## config.mk

```make
export PLATFORM = sky130hd
export DESIGN_NAME = lcp_ctrl_parser_mux
export DESIGN_NICKNAME = d
export VERILOG_FILES = /design/src/core/lcp_pkg.sv /design/src/core/lcp_ctrl_parser_mux.sv
export SDC_FILE = /design/constraint.sdc
export NUM_CORES = 1
export LEC_CHECK = 0
export BUFFER_PORTS_ARGS = -buffer_cell sky130_fd_sc_hd__buf_2
export CORE_AREA = 5 5 171 173
export CTS_BUF_LIST = sky130_fd_sc_hd__clkbuf_8
export DETAILED_ROUTE_END_ITERATION = 7
export DIE_AREA = 0 0 176 178
export PLACE_DENSITY = 0.8
export SYNTH_ARGS = -nofsm -noshare
export SYNTH_HDL_FRONTEND = slang
export SYNTH_SLANG_ARGS = --single-unit
```

## constraint.sdc

```tcl
create_clock -name clk_sys -period 3.15 [get_ports clk_sys]
set_clock_uncertainty 0.1 [all_clocks]
set_input_delay 0 -clock clk_sys [delete_from_list [all_inputs] [get_ports clk_sys]]
set_output_delay 0 -clock clk_sys [all_outputs]
set_load 0.05 [all_outputs]
```

## src/core/lcp_pkg.sv

```systemverilog
package lcp_pkg;

  localparam int OCTET_W = 8;
  localparam int MAC_W   = 48;
  localparam int PRIO_W  = 16;
  localparam int SYSID_W = 64;
  localparam int HDR_LEN = 15;
  localparam int CNT_W   = 4;

  // octet positions inside a frame, counted from the first destination octet
  localparam logic [CNT_W-1:0] DA_LAST     = 4'h5;
  localparam logic [CNT_W-1:0] SA_FIRST    = 4'h6;
  localparam logic [CNT_W-1:0] SA_LAST     = 4'hb;
  localparam logic [CNT_W-1:0] TYPE_HI     = 4'hc;
  localparam logic [CNT_W-1:0] TYPE_LO     = 4'hd;
  localparam logic [CNT_W-1:0] SUBTYPE_POS = 4'he;
  localparam logic [CNT_W-1:0] CNT_MAX     = 4'hf;

  localparam int CLK_PERIOD_PS = 10000;
  localparam int INIT_TIME_NS  = 100;
  localparam int INIT_CYCLES   = (INIT_TIME_NS * 1000 + CLK_PERIOD_PS - 1) / CLK_PERIOD_PS;
  localparam int INIT_CNT_W    = 8;

  typedef enum logic [1:0] {
    RX_INIT = 2'b00,
    RX_IDLE = 2'b01,
    RX_HDR  = 2'b10,
    RX_BODY = 2'b11
  } lcp_rx_state_t;

  typedef enum logic [1:0] {
    TX_IDLE = 2'b00,
    TX_AGG  = 2'b01,
    TX_CTL  = 2'b10
  } lcp_tx_grant_t;

endpackage

```

## src/core/lcp_ctrl_parser_mux.sv

```systemverilog
`timescale 1ns/1ps
module lcp_ctrl_parser_mux
  import lcp_pkg::*;
#(
  parameter int                   N_PORTS                          = 4,
  parameter int                   PORT_W                           = 2,
  parameter logic [MAC_W-1:0]     slow_protocols_multicast         = 48'h0180_c200_0002,
  parameter logic [15:0]          slow_protocols_type              = 16'h8809,
  parameter logic [OCTET_W-1:0]   aggregation_control_subtype_code = 8'h01
) (
  input  wire logic                     clk_sys,
  input  wire logic                     rst,
  input  wire logic                     reinit_req,
  input  wire logic                     port_rx_valid,
  input  wire logic [OCTET_W-1:0]       port_rx_data,
  input  wire logic                     port_rx_sof,
  input  wire logic                     port_rx_eof,
  input  wire logic [PORT_W-1:0]        port_rx_port,
  output logic                          ctl_rx_valid,
  output logic [OCTET_W-1:0]            ctl_rx_data,
  output logic                          ctl_rx_sof,
  output logic                          ctl_rx_eof,
  output logic [PORT_W-1:0]             ctl_rx_port,
  output logic                          parser_to_aggregator_valid,
  output logic [OCTET_W-1:0]            parser_to_aggregator_data,
  output logic                          parser_to_aggregator_sof,
  output logic                          parser_to_aggregator_eof,
  output logic [PORT_W-1:0]             parser_to_aggregator_port,
  input  wire logic                     agg_tx_valid,
  input  wire logic [OCTET_W-1:0]       agg_tx_data,
  input  wire logic                     agg_tx_sof,
  input  wire logic                     agg_tx_eof,
  input  wire logic [PORT_W-1:0]        agg_tx_port,
  input  wire logic                     agg_tx_sa_given,
  output logic                          agg_tx_ready,
  input  wire logic                     ctl_tx_valid,
  input  wire logic [OCTET_W-1:0]       ctl_tx_data,
  input  wire logic                     ctl_tx_sof,
  input  wire logic                     ctl_tx_eof,
  input  wire logic [PORT_W-1:0]        ctl_tx_port,
  output logic                          ctl_tx_ready,
  output logic                          tx_valid,
  output logic [OCTET_W-1:0]            tx_data,
  output logic                          tx_sof,
  output logic                          tx_eof,
  output logic [PORT_W-1:0]             tx_port,
  input  wire logic [MAC_W-1:0]         agg_mac,
  input  wire logic [N_PORTS*MAC_W-1:0] port_macs,
  input  wire logic [PRIO_W-1:0]        sys_priority,
  input  wire logic [MAC_W-1:0]         sys_mac,
  output logic [SYSID_W-1:0]            sys_id,
  output logic                          init_active
);

  // ************************************************************
  // helpers
  // ************************************************************
  function automatic logic [OCTET_W-1:0] mac_octet(input logic [MAC_W-1:0] mac,
                                                   input logic [CNT_W-1:0] k);
    logic [OCTET_W-1:0] r;
    r = 8'h00;
    for (int i = 0; i < MAC_W / OCTET_W; i++) begin
      if (k == CNT_W'(i)) begin
        r = mac[MAC_W-1-OCTET_W*i -: OCTET_W];
      end
    end
    return r;
  endfunction

  function automatic logic [OCTET_W-1:0] bitrev8(input logic [OCTET_W-1:0] b);
    logic [OCTET_W-1:0] r;
    r = 8'h00;
    for (int i = 0; i < OCTET_W; i++) begin
      r[i] = b[OCTET_W-1-i];
    end
    return r;
  endfunction

  // ************************************************************
  // initialisation flag
  // ************************************************************
  logic [INIT_CNT_W-1:0] init_cnt_reg;
  logic                  init_active_reg;
  wire                   init_done = (init_cnt_reg == INIT_CNT_W'(INIT_CYCLES - 1));

  always_ff @(posedge clk_sys) begin
    if (rst || reinit_req) begin
      init_cnt_reg    <= '0;
      init_active_reg <= 1'b1;
    end else if (init_active_reg) begin
      init_cnt_reg    <= init_cnt_reg + INIT_CNT_W'(1);
      init_active_reg <= !init_done;
    end
  end

  // ************************************************************
  // receive classifier
  // ************************************************************
  lcp_rx_state_t    rx_state_reg;
  lcp_rx_state_t    rx_state_next;
  logic [CNT_W-1:0] rx_cnt_reg;
  logic             match_reg;
  logic             route_ctl_reg;

  wire              rx_run   = !init_active_reg && (rx_state_reg != RX_INIT);
  wire              rx_start = rx_run && port_rx_valid && port_rx_sof;
  wire              rx_in    = rx_start
                               || (rx_run && port_rx_valid && rx_state_reg != RX_IDLE);
  wire [CNT_W-1:0]  rx_idx   = rx_start ? '0 : rx_cnt_reg;
  wire              in_da    = (rx_idx <= DA_LAST);
  wire [OCTET_W-1:0] da_exp  = mac_octet(slow_protocols_multicast, rx_idx);
  // subtype is the octet that directly follows the length/type field
  wire              hdr_ok   = in_da ? (port_rx_data == da_exp) :
                               (rx_idx == TYPE_HI) ? (port_rx_data == slow_protocols_type[15:8]) :
                               (rx_idx == TYPE_LO) ? (port_rx_data == slow_protocols_type[7:0]) :
                               (rx_idx == SUBTYPE_POS) ?
                                 (port_rx_data == aggregation_control_subtype_code) : 1'b1;
  wire              decide   = rx_in && (rx_idx == SUBTYPE_POS);

  always_comb begin
    rx_state_next = rx_state_reg;
    case (rx_state_reg)
      RX_INIT: rx_state_next = RX_IDLE;
      RX_IDLE: if (rx_start) rx_state_next = RX_HDR;
      RX_HDR:  if (decide) rx_state_next = RX_BODY;
      RX_BODY: if (port_rx_valid && port_rx_eof) rx_state_next = RX_IDLE;
      default: rx_state_next = RX_INIT;
    endcase
    if (rx_in && port_rx_eof && rx_state_reg != RX_BODY) begin
      rx_state_next = RX_IDLE;
    end
  end

  always_ff @(posedge clk_sys) begin
    if (rst || init_active_reg) begin
      rx_state_reg  <= RX_INIT;
      rx_cnt_reg    <= '0;
      match_reg     <= 1'b0;
      route_ctl_reg <= 1'b0;
    end else begin
      rx_state_reg <= rx_state_next;
      if (rx_in) begin
        rx_cnt_reg <= (rx_idx == CNT_MAX) ? CNT_MAX : rx_idx + CNT_W'(1);
        match_reg  <= (rx_start || match_reg) && hdr_ok;
      end
      if (decide) begin
        route_ctl_reg <= match_reg && hdr_ok;
      end
    end
  end

  // header hold line: the verdict is known when the first octet leaves it
  logic [OCTET_W-1:0] pd_reg [HDR_LEN];
  logic [PORT_W-1:0]  pp_reg [HDR_LEN];
  logic               pv_reg [HDR_LEN];
  logic               ps_reg [HDR_LEN];
  logic               pe_reg [HDR_LEN];

  always_ff @(posedge clk_sys) begin
    for (int i = 0; i < HDR_LEN; i++) begin
      pd_reg[i] <= (i == 0) ? port_rx_data : pd_reg[(i == 0) ? 0 : i - 1];
      pp_reg[i] <= (i == 0) ? port_rx_port : pp_reg[(i == 0) ? 0 : i - 1];
      ps_reg[i] <= (i == 0) ? port_rx_sof  : ps_reg[(i == 0) ? 0 : i - 1];
      pe_reg[i] <= (i == 0) ? port_rx_eof  : pe_reg[(i == 0) ? 0 : i - 1];
      if (rst || init_active_reg) begin
        pv_reg[i] <= 1'b0;
      end else begin
        pv_reg[i] <= (i == 0) ? rx_in : pv_reg[(i == 0) ? 0 : i - 1];
      end
    end
  end

  wire out_v = pv_reg[HDR_LEN-1];

  always_ff @(posedge clk_sys) begin
    ctl_rx_data               <= pd_reg[HDR_LEN-1];
    ctl_rx_sof                <= ps_reg[HDR_LEN-1];
    ctl_rx_eof                <= pe_reg[HDR_LEN-1];
    ctl_rx_port               <= pp_reg[HDR_LEN-1];
    parser_to_aggregator_data <= pd_reg[HDR_LEN-1];
    parser_to_aggregator_sof  <= ps_reg[HDR_LEN-1];
    parser_to_aggregator_eof  <= pe_reg[HDR_LEN-1];
    parser_to_aggregator_port <= pp_reg[HDR_LEN-1];
    if (rst || init_active_reg) begin
      ctl_rx_valid               <= 1'b0;
      parser_to_aggregator_valid <= 1'b0;
    end else begin
      ctl_rx_valid               <= out_v && route_ctl_reg;
      parser_to_aggregator_valid <= out_v && !route_ctl_reg;
    end
  end

  // ************************************************************
  // transmit multiplexer
  // ************************************************************
  lcp_tx_grant_t    grant_reg;
  lcp_tx_grant_t    grant_next;
  logic [CNT_W-1:0] tx_cnt_reg;
  logic             sa_fill_reg;

  wire              sel_ctl  = (grant_reg == TX_CTL);
  wire              src_v    = sel_ctl ? ctl_tx_valid : agg_tx_valid;
  wire [OCTET_W-1:0] src_d   = sel_ctl ? ctl_tx_data  : agg_tx_data;
  wire              src_s    = sel_ctl ? ctl_tx_sof   : agg_tx_sof;
  wire              src_e    = sel_ctl ? ctl_tx_eof   : agg_tx_eof;
  wire [PORT_W-1:0] src_p    = sel_ctl ? ctl_tx_port  : agg_tx_port;
  wire              xfer     = (grant_reg != TX_IDLE) && src_v && (agg_tx_ready || ctl_tx_ready);
  wire [CNT_W-1:0]  tx_idx   = src_s ? '0 : tx_cnt_reg;
  wire              in_sa    = (tx_idx >= SA_FIRST) && (tx_idx <= SA_LAST);
  wire [CNT_W-1:0]  sa_k     = tx_idx - SA_FIRST;
  // control frames always leave with the egress port address; client frames get agg_mac unless agg_tx_sa_given is set
  wire              fill_now = sel_ctl || (src_s ? !agg_tx_sa_given : sa_fill_reg);
  wire [MAC_W-1:0]  egress_mac = port_macs[32'(src_p) * MAC_W +: MAC_W];
  wire [OCTET_W-1:0] sa_oct  = sel_ctl ? mac_octet(egress_mac, sa_k)
                                       : mac_octet(agg_mac, sa_k);
  wire [OCTET_W-1:0] tx_d    = (in_sa && fill_now) ? sa_oct : src_d;

  always_comb begin
    grant_next = grant_reg;
    case (grant_reg)
      TX_IDLE: begin
        // control traffic wins a tie; it is rare and must not starve
        if (ctl_tx_valid && ctl_tx_sof) begin
          grant_next = TX_CTL;
        end else if (agg_tx_valid && agg_tx_sof) begin
          grant_next = TX_AGG;
        end
      end
      TX_AGG, TX_CTL: if (xfer && src_e) grant_next = TX_IDLE;
      default: grant_next = TX_IDLE;
    endcase
  end

  always_ff @(posedge clk_sys) begin
    if (rst || init_active_reg) begin
      grant_reg    <= TX_IDLE;
      tx_cnt_reg   <= '0;
      sa_fill_reg  <= 1'b0;
      agg_tx_ready <= 1'b0;
      ctl_tx_ready <= 1'b0;
      tx_valid     <= 1'b0;
    end else begin
      grant_reg    <= grant_next;
      agg_tx_ready <= (grant_next == TX_AGG);
      ctl_tx_ready <= (grant_next == TX_CTL);
      tx_valid     <= xfer;
      if (xfer) begin
        tx_cnt_reg <= (tx_idx == CNT_MAX) ? CNT_MAX : tx_idx + CNT_W'(1);
        if (src_s) begin
          sa_fill_reg <= !agg_tx_sa_given;
        end
      end
    end
  end

  always_ff @(posedge clk_sys) begin
    tx_data <= tx_d;
    tx_sof  <= src_s;
    tx_eof  <= src_e;
    tx_port <= src_p;
  end

  // ************************************************************
  // system identifier
  // ************************************************************
  logic [SYSID_W-1:0] sys_id_next;

  always_comb begin
    sys_id_next = '0;
    sys_id_next[SYSID_W-1 -: PRIO_W] = sys_priority;
    for (int k = 0; k < MAC_W / OCTET_W; k++) begin
      sys_id_next[MAC_W-1-OCTET_W*k -: OCTET_W] = bitrev8(mac_octet(sys_mac, CNT_W'(k)));
    end
  end

  always_ff @(posedge clk_sys) begin
    if (rst) begin
      sys_id      <= '0;
      init_active <= 1'b1;
    end else begin
      sys_id      <= sys_id_next;
      init_active <= init_active_reg;
    end
  end

endmodule // lcp_ctrl_parser_mux

```

==> results of run 1 <==
cells in the mapped netlist, types with 6 or more instances:
| master | count |
|---|---|
| a31oi_1 | 7 |
| a22oi_1 | 19 |
| nand3_1 | 21 |
| and3_1 | 8 |
| ha_1 | 20 |
| inv_1 | 35 |
| and2_1 | 17 |
| o21ai_0 | 17 |
| nand2b_1 | 6 |
| o22ai_1 | 16 |
| a221o_1 | 9 |
| mux2i_1 | 18 |
| clkbuf_1 | 35 |
| a211oi_1 | 11 |
| buf_2 | 7 |
| nand4_1 | 6 |
| mux2_2 | 12 |
| nor2b_1 | 68 |
| nor2_1 | 25 |
| nand2_1 | 68 |
| dfxtp_1 | 313 |
| mux4_2 | 33 |
| buf_4 | 13 |
| a21oi_1 | 44 |
cells by family after synthesis:
| family | Yosys count | share of synthesized area |
|---|---|---|
| fa+ha+maj | 20 | 0.0238 |
| flops | 313 | 0.595 |
| mux | 66 | 0.106 |
| compound gates | 160 | 0.102 |
| xor+xnor | 9 | 0.00749 |
| buf+inv | 95 | 0.0410 |
| simple gates | 245 | 0.125 |
critical path, cell delays in order (launching register included):
cell and delay, ns:
dfxtp_1 0.35, inv_1 0.10, ha_4 0.19, buf_8 0.17, mux2i_4 0.22, inv_6 0.16
buf_6 0.19, mux4_2 0.52, nand2_1 0.08, dlygate4sd3_1 0.55, nand2_1 0.05, o31ai_1 0.09
o22ai_1 0.14
cell type report:
cell class                 count  area share
sequential                   313       0.376
antenna                       14     0.00210
tap                          346      0.0260
clock buffer                  57      0.0471
multi-input combinational    500       0.233
clock inverter                24      0.0157
inverter                      37     0.00879
timing repair buffer         713       0.291
per-layer routing:
| layer | vias up | GRT usage | part of all wire |
|---|---|---|---|
| met4 | 2 | 0.136 | 0.060 |
| met1 | 4759 | 0.291 | 0.36 |
| met3 | 184 | 0.0719 | 0.10 |
| li1 | 4597 | - | - |
| met5 | - | 0 | 0.00037 |
| met2 | 734 | 0.451 | 0.48 |
where the power goes:
| group | internal [mW] | switching, mW | total [mW] |
|---|---|---|---|
| clock network | 2.07 | 1.52 | 3.59 |
| logic | 0.540 | 0.613 | 1.15 |
| registers | 4.14 | 0.0480 | 4.19 |
| total | 6.75 | 2.18 | 8.93 |
metrics by stage:
step	cell area (um2)	TNS, ns	cells	hold WS [ns]
after floorplan	10500	0	908	-0.0723
after global placement	13200	0	1683	0.00285
after detailed placement	13200	0	1683	0.00710
after CTS	16500	0	1984	0.00200
after global routing	16700	-0.00538	2001	0.00112
final	16700	0	2004	0.0270
worst min path at each step:
stage | start | end
2_1_floorplan | port_rx_data[0] | pd_reg[0][0]$_DFF_P_
3_3_place_gp | port_rx_port[0] | pp_reg[0][0]$_DFF_P_
3_5_place_dp | port_rx_port[0] | pp_reg[0][0]$_DFF_P_
4_1_cts | agg_mac[18] | tx_data[2]$_DFF_P_
5_1_grt | agg_mac[17] | tx_data[1]$_DFF_P_
6_report | agg_mac[18] | tx_data[2]$_DFF_P_
what timing repair did:
action,4_1_cts,5_1_grt
hold buffers,220,1
endpoints found under the setup margin,0,13
endpoints found under the hold margin,115,1
setup buffers,0,4
gates resized for setup,0,21
==> results.sh, run 1 <==
export IMPL_status="finished, final reports clean"
export IMPL_synth_top_area_frac=0.595
export IMPL_viasPerCell=5.13
export IMPL_initial_core_util=0.383
export IMPL_netlist_area_um2=10500
export IMPL_end_kind="flip-flop"
export IMPL_antenna_found_initial=13
export IMPL_cp_required_ns=3.46
export IMPL_routedWlPerCell_um=21.4
export IMPL_worstHoldPathCells=5
export IMPL_cp_max_fo=18
export IMPL_hold_viol_final=0
export IMPL_slew_viol_final=0
export IMPL_grt_ovfl_total=0
export IMPL_ys_ff_latch=313
export IMPL_synth_fp_nets=1275
export IMPL_final_common_cell="buf_2"
export IMPL_grt_pass1_wl_mm=62.0
export IMPL_grt_usage=0.259
export IMPL_maxCapViolCount=0
export IMPL_routabilityCongestion=1.02
export IMPL_rrSetupSlack_ns=0.11
export IMPL_via_count=10300
export IMPL_root_buffer="clkbuf_8"
export IMPL_cts_htree_levels=2
export IMPL_p_total_mw=8.93
export IMPL_routed_wl_mm=42.9
export IMPL_cp_endpoint="tx_data[6]$_DFF_P_"
export IMPL_yosys_top_cells_area="dfxtp_1 (60%), mux4_2 (7.1%), nor2b_1 (4.0%)"
export IMPL_r2r_start="grant_reg[0]$_SDFF_PP0_"
export IMPL_fin_crit_ns=3.04
export IMPL_drive_gt1_frac=0.381
export IMPL_path_clk_slew_ns=0.07
export IMPL_die_h_um=178
export IMPL_post_route_util=0.606
export IMPL_timing_final_crit_share=0.965
export IMPL_largest_reg_flops=120
export IMPL_area_growth_pct=58.2
export IMPL_final_cell_mix="buf_2 (452), dfxtp_1 (313), dlygate4sd3_1 (221)"
export IMPL_die_x_um=176
export IMPL_synth_top_cell_by_area="dfxtp_1"
export IMPL_crit_path_start_kind="flip-flop"
export IMPL_io_buffers=452
export IMPL_cts_tree="done"
export IMPL_finalSetupViolCount=0
export IMPL_nets=1977
export IMPL_post_place_ws_ns=0.112
export IMPL_peakVddDrop_v=0.000328
export IMPL_r2r_end="tx_data[6]$_DFF_P_"
export IMPL_first_iter_violations=892
export IMPL_synth_cells=908
export IMPL_numCtsBuffers=45
export IMPL_hpwl_mm=29.0
export IMPL_die_area_um2=31300
export IMPL_arrival_ns=3.35
export IMPL_clockBufferDepth=3
export IMPL_synth_flop_cell="dfxtp_1"
export IMPL_holdCritPathClass="in2reg"
export IMPL_fin_ws_ns=0.112
export IMPL_synth_edff_count=0
export IMPL_clk_latency_ns=0.53
export IMPL_async_reset_ff_frac=0
export IMPL_rows=61
export IMPL_worst_slew_pin_slew_ns=0.618
export IMPL_startpoint="grant_reg[0]$_SDFF_PP0_"
export IMPL_pin_count=453
export IMPL_relSlewSlack=0.588
export IMPL_synth_seq_area_share=0.595
export IMPL_crit_type="reg2reg"
export IMPL_grt_pass1_vias=10600
export IMPL_drtPass1Iterations=6
export IMPL_cts_sinks=313
export IMPL_seqCellArea_um2=6270
export IMPL_r2r_cells=12
export IMPL_drc_errors=0
export IMPL_ant_nets=0
export IMPL_p_leak_nw=7.61
export IMPL_yosys_warnings=0
export IMPL_max_freq_mhz=329
export IMPL_synth_avg_cell_area_um2=11.6
export IMPL_synth_cell_types=64
export IMPL_multi_input_area_um2=3880
export IMPL_nFillCells=2097
export IMPL_core_area_um2=27500
export IMPL_grt_max_degree=62
export IMPL_cellPowerDensity_nw_per_um2=536
Power figures use the tool's default switching activity.
==> run 2: changes to the inputs <==
- REMOVE_ABC_BUFFERS: not set -> 1
==> results.sh, run 2 (synthesized netlist as in run 1, its figures left out) <==
export IMPL_path_clk_slew_ns=0.07
export IMPL_crit_type="reg2reg"
export IMPL_routedWlPerCell_um=22.1
export IMPL_die_h_um=178
export IMPL_numCtsBuffers=48
export IMPL_first_iter_violations=1078
export IMPL_cellPowerDensity_nw_per_um2=533
export IMPL_p_clk_frac=0.403
export IMPL_power_frac_seq=0.463
export IMPL_grt_max_degree=62
export IMPL_cts_htree_levels=2
export IMPL_core_area_um2=27500
export IMPL_grt_pass1_vias=11200
export IMPL_cp_required_ns=3.53
export IMPL_slew_viol_final=0
export IMPL_timing_final_crit_share=0.966
export IMPL_fin_crit_ns=3.04
export IMPL_max_freq_mhz=329
export IMPL_p_int_mw=6.77
export IMPL_rrSetupSlack_ns=0.11
export IMPL_relSlewSlack=0.334
export IMPL_p_leak_nw=7.75
export IMPL_hpwl_mm=27.6
export IMPL_violations="DRC"
export IMPL_cts_tree="done"
export IMPL_viasPerCell=5.28
export IMPL_p_sw_frac=0.252
export IMPL_rows=61
export IMPL_io_buffers=452
export IMPL_grt_pass1_wl_mm=65.5
export IMPL_clockBufferDepth=3
export IMPL_finalSetupViolCount=0
export IMPL_worst_slew_pin_slew_ns=0.992
export IMPL_postCtsSetupRepairBufs=0
export IMPL_end_kind="flip-flop"
export IMPL_hold_viol_final=0
export IMPL_cp_max_fo=18
export IMPL_initial_core_util=0.383
export IMPL_grt_usage=0.277
export IMPL_clk_latency_ns=0.55
export IMPL_grt_ovfl_total=0
export IMPL_routed_wl_mm=45.2
export IMPL_root_buffer="clkbuf_8"
export IMPL_die_area_um2=31300
export IMPL_holdCritPathClass="in2reg"
export IMPL_pin_count=453
export IMPL_pwr_share_comb=0.134
export IMPL_area_growth_pct=61.4
export IMPL_routabilityCongestion=0.959
export IMPL_p_total_mw=9.05
export IMPL_finalNonFillerCells=2040
export IMPL_drtPass1Iterations=8
export IMPL_largest_reg_flops=120
export IMPL_arrival_ns=3.42
export IMPL_crit_path_start_kind="flip-flop"
export IMPL_via_count=10800
export IMPL_drc_errors=30
export IMPL_nets=2011
export IMPL_peakVddDrop_v=0.000292
export IMPL_cts_sinks=313
export IMPL_die_x_um=176
export IMPL_status="complete, but fails checks"
export IMPL_maxCapViolCount=0
export IMPL_switchingPower_mw=2.28
export IMPL_final_common_cell="buf_2"
export IMPL_drive_gt1_frac=0.376
export IMPL_dp_cells=1684
export IMPL_final_cell_mix="buf_2 (452), dfxtp_1 (313), dlygate4sd3_1 (256)"
export IMPL_antenna_found_initial=16
export IMPL_ant_nets=0
run 2: stage by stage:
step	hold WS [ns]	worst slack [ns]	utilization	instance area [um2]	setup TNS [ns]
after floorplan	-0.0723	-0.595	-	10200	-3.57
after global placement	0.00174	0.164	0.482	13200	0
after detailed placement	0.00520	0.117	0.482	13200	0
after CTS	0.00414	0.0312	0.615	16900	0
after global routing	0.00505	-0.0260	0.618	17000	-0.0618
final	0.0464	0.108	0.618	17000	0
run 2: final cells by class:
class / count / area (um2)
multi-input cells: 500 / 3880
diodes: 13 / 32.5
well taps: 346 / 433
clock inverters: 24 / 216
flip-flops and latches: 313 / 6270
fillers: 2031 / 10500
inverters: 37 / 144
repair buffers: 744 / 5150
clock buffers: 63 / 867
run 2: per-layer routing:
metal / global-route usage / wire, um
met1: 0.296 / 15600
met2: 0.446 / 20100
met3: 0.112 / 5400
met4: 0.199 / 3940
met5: 0 / 66
run 2: worst paths after layout:
path,cells after the start,startpoint,to
min reg2reg,0,pp_reg[8][1]$_DFF_P_,pp_reg[9][1]$_DFF_P_
max reg2reg,11,grant_reg[0]$_SDFF_PP0_,tx_data[6]$_DFF_P_
max,11,grant_reg[0]$_SDFF_PP0_,tx_data[6]$_DFF_P_
min,5,agg_mac[13],tx_data[5]$_DFF_P_
run 2: what timing repair did:
| action | 4_1_cts | 5_1_grt |
|---|---|---|
| endpoints found under the hold margin | 115 | 0 |
| resized for setup | 0 | 21 |
| setup endpoints to repair | 0 | 14 |
| hold buffers | 256 | 0 |
run 2: critical path, cell delays in order, from the launching register on:
cell	delay (ns)
dfxtp_1	0.32
inv_1	0.11
ha_2	0.25
buf_8	0.21
mux2i_4	0.31
inv_6	0.13
buf_4	0.22
nand3_1	0.10
dlygate4sd3_1	0.57
a21oi_1	0.06
or4_1	0.39
o22ai_1	0.17
run 2: power by group through the flow:
| stage | sequential, mW | clock (mW) | combinational (mW) |
|---|---|---|---|
| floorplan | 4.50 | 0 | 0.215 |
| global placement | 4.27 | 0 | 0.869 |
| detailed placement | 4.27 | 0 | 0.871 |
| CTS | 4.19 | 3.74 | 1.13 |
| global route | 4.21 | 3.95 | 1.26 |
| finish | 4.19 | 3.65 | 1.21 |
==> run 3: changes to the inputs <==
- CORE_AREA: 5 5 171 173 -> 5 5 175 177
- DIE_AREA: 0 0 176 178 -> 0 0 180 182
- PLACE_DENSITY: 0.8 -> 0.75
- clock period: 3.15 -> 3.7 ns (I/O delays scaled with it)
==> results.sh, run 3 (synthesized netlist as in run 1, its figures left out) <==
export IMPL_status="finished, final reports clean"
export IMPL_grt_pass1_wl_mm=57.2
export IMPL_initial_core_util=0.362
export IMPL_r2r_cells=14
export IMPL_routedWlPerCell_um=19.0
export IMPL_path_clk_slew_ns=0.07
export IMPL_relSlewSlack=0.455
export IMPL_first_iter_violations=405
export IMPL_post_place_ws_ns=0.402
export IMPL_crit_top_cell="buf_4"
export IMPL_min_to="pd_reg[0][1]$_DFF_P_"
export IMPL_busiest_layer="met2"
export IMPL_core_area_um2=29100
export IMPL_ant_nets=0
export IMPL_crit_path_start_kind="flip-flop"
export IMPL_clockBufferDepth=3
export IMPL_cellPowerDensity_nw_per_um2=463
export IMPL_hpwl_mm=28.4
export IMPL_holdCritPathClass="in2reg"
export IMPL_arrival_ns=3.87
export IMPL_maxCapViolCount=0
export IMPL_p_leak_nw=7.28
export IMPL_cts_tree="done"
export IMPL_routabilityCongestion=0.916
export IMPL_grt_ovfl_total=0
export IMPL_fin_ws_ns=0.160
export IMPL_routed_wl_mm=37.4
export IMPL_grt_max_degree=65
export IMPL_slew_viol_final=0
export IMPL_r2r_start="grant_reg[0]$_SDFF_PP0_"
export IMPL_area_growth_pct=50.8
export IMPL_cts_sinks=313
export IMPL_drive_gt1_frac=0.387
export IMPL_cts_htree_levels=2
export IMPL_timing_final_crit_share=0.957
export IMPL_hold_ws_ns=0.0442
export IMPL_final_common_cell="buf_2"
export IMPL_startpoint="grant_reg[0]$_SDFF_PP0_"
export IMPL_die_x_um=180
export IMPL_fin_tns_setup_ns=0
export IMPL_antenna_found_initial=4
export IMPL_root_buffer="clkbuf_8"
export IMPL_largest_reg_flops=120
export IMPL_cp_max_fo=11
export IMPL_cp_slowest_stage_delay_ns=0.58
export IMPL_finalSetupViolCount=0
export IMPL_nets=1911
export IMPL_pin_count=453
export IMPL_worstHoldPathCells=2
export IMPL_fin_crit_ns=3.54
export IMPL_drc_errors=0
export IMPL_hold_viol_final=0
export IMPL_peakVddDrop_v=0.000273
export IMPL_die_area_um2=32800
export IMPL_viasPerCell=4.76
export IMPL_max_freq_mhz=282
export IMPL_end_kind="flip-flop"
export IMPL_clk_latency_ns=0.55
export IMPL_cp_slowest_cell="dlygate4sd3_1"
export IMPL_grt_pass1_vias=10100
export IMPL_crit_chain="inv_1 -> ha_2 -> mux2i_4 -> nand2_1 -> ha_1 -> buf_4 -> nor2b_1 -> buf_4 -> a221o_1 -> a22oi_1 -> dlygate4sd3_1 -> o22ai_1 -> a32oi_1 -> o41ai_1"
export IMPL_grt_usage=0.223
export IMPL_io_buffers=452
export IMPL_final_cell_mix="buf_2 (452), dfxtp_1 (313), dlygate4sd3_1 (163)"
export IMPL_grt_use_met3=0.0535
export IMPL_crit_type="reg2reg"
export IMPL_via_count=9353
export IMPL_min_from="port_rx_data[1]"
export IMPL_post_route_util=0.546
export IMPL_drtPass1Iterations=5
export IMPL_rows=63
export IMPL_r2r_end="tx_data[7]$_DFF_P_"
export IMPL_cp_required_ns=4.03
export IMPL_worst_slew_pin_slew_ns=0.811
export IMPL_use_met1=0.260
export IMPL_numCtsBuffers=47
export IMPL_rrSetupSlack_ns=0.16
export IMPL_die_h_um=182
export IMPL_met2_usage=0.407
==> run 3: changes by cell type in the layout (fill, tap and decap cells not counted), sizes merged <==
cell	previous run	this run
buf	488	482
bufinv	3	4
clkbuf	63	55
clkinv	9	4
clkinvlp	1	2
diode	13	1
dlygate4sd3	256	163
inv	48	52
==> run 3: what timing repair did <==
action	4_1_cts	5_1_grt
endpoints found under the hold margin	129	0
gates resized for setup	0	12
buffers inserted	0	2
hold buffers	163	0
endpoints found under the setup margin	0	7
==> run 3: worst max-delay path by stage <==
stage | to | depth (start not counted)
floorplan | tx_data[6]$_DFF_P_ | 12
global placement | tx_data[6]$_DFF_P_ | 12
detailed placement | tx_data[6]$_DFF_P_ | 12
CTS | tx_data[1]$_DFF_P_ | 13
global route | tx_data[0]$_DFF_P_ | 14
finish | tx_data[7]$_DFF_P_ | 14
==> run 3: metrics by stage <==
step	std cells	area, um2	power (mW)
4_1_cts	1963	15800	7.46
5_1_grt	1966	15900	7.68
3_5_place_dp	1720	13200	4.37
2_1_floorplan	850	10200	4.02
6_report	1966	15900	7.36
3_3_place_gp	1720	13200	4.36
==> run 3: final cells by class <==
| class | instances | area [um2] |
|---|---|---|
| Fill cell | 2517 | 13200 |
| Sequential cell | 313 | 6270 |
| Timing Repair Buffer | 645 | 4130 |
| Multi-Input combinational cell | 500 | 3850 |
| Clock buffer | 55 | 757 |
| Tap cell | 390 | 488 |
| Clock inverter | 25 | 236 |
| Inverter | 37 | 146 |
| Antenna cell | 1 | 2.50 |
==> run 3: where the power goes <==
group | internal [mW] | switching, mW | leakage, nW
sequential | 3.53 | 0.0390 | 2.62
combinational | 0.411 | 0.473 | 4.11
clock | 1.65 | 1.26 | 0.550
==> run 3: metal layers <==
metal,vias up,routed length [um]
met4,0,1120
met5,-,0
met1,4366,14600
li1,4440,-
met3,79,2760
met2,468,18900
==> run 3: critical path: cells and delay by family, from the launching register on <==
kind / cells / cell delay, ns
AND/OR/NAND/NOR: 2 / 0.31
flip-flops: 1 / 0.32
adder cells (fa/ha/maj): 2 / 0.47
AO/OA/AOI/OAI: 5 / 0.88
buffers and inverters: 4 / 1.03
multiplexers: 1 / 0.30
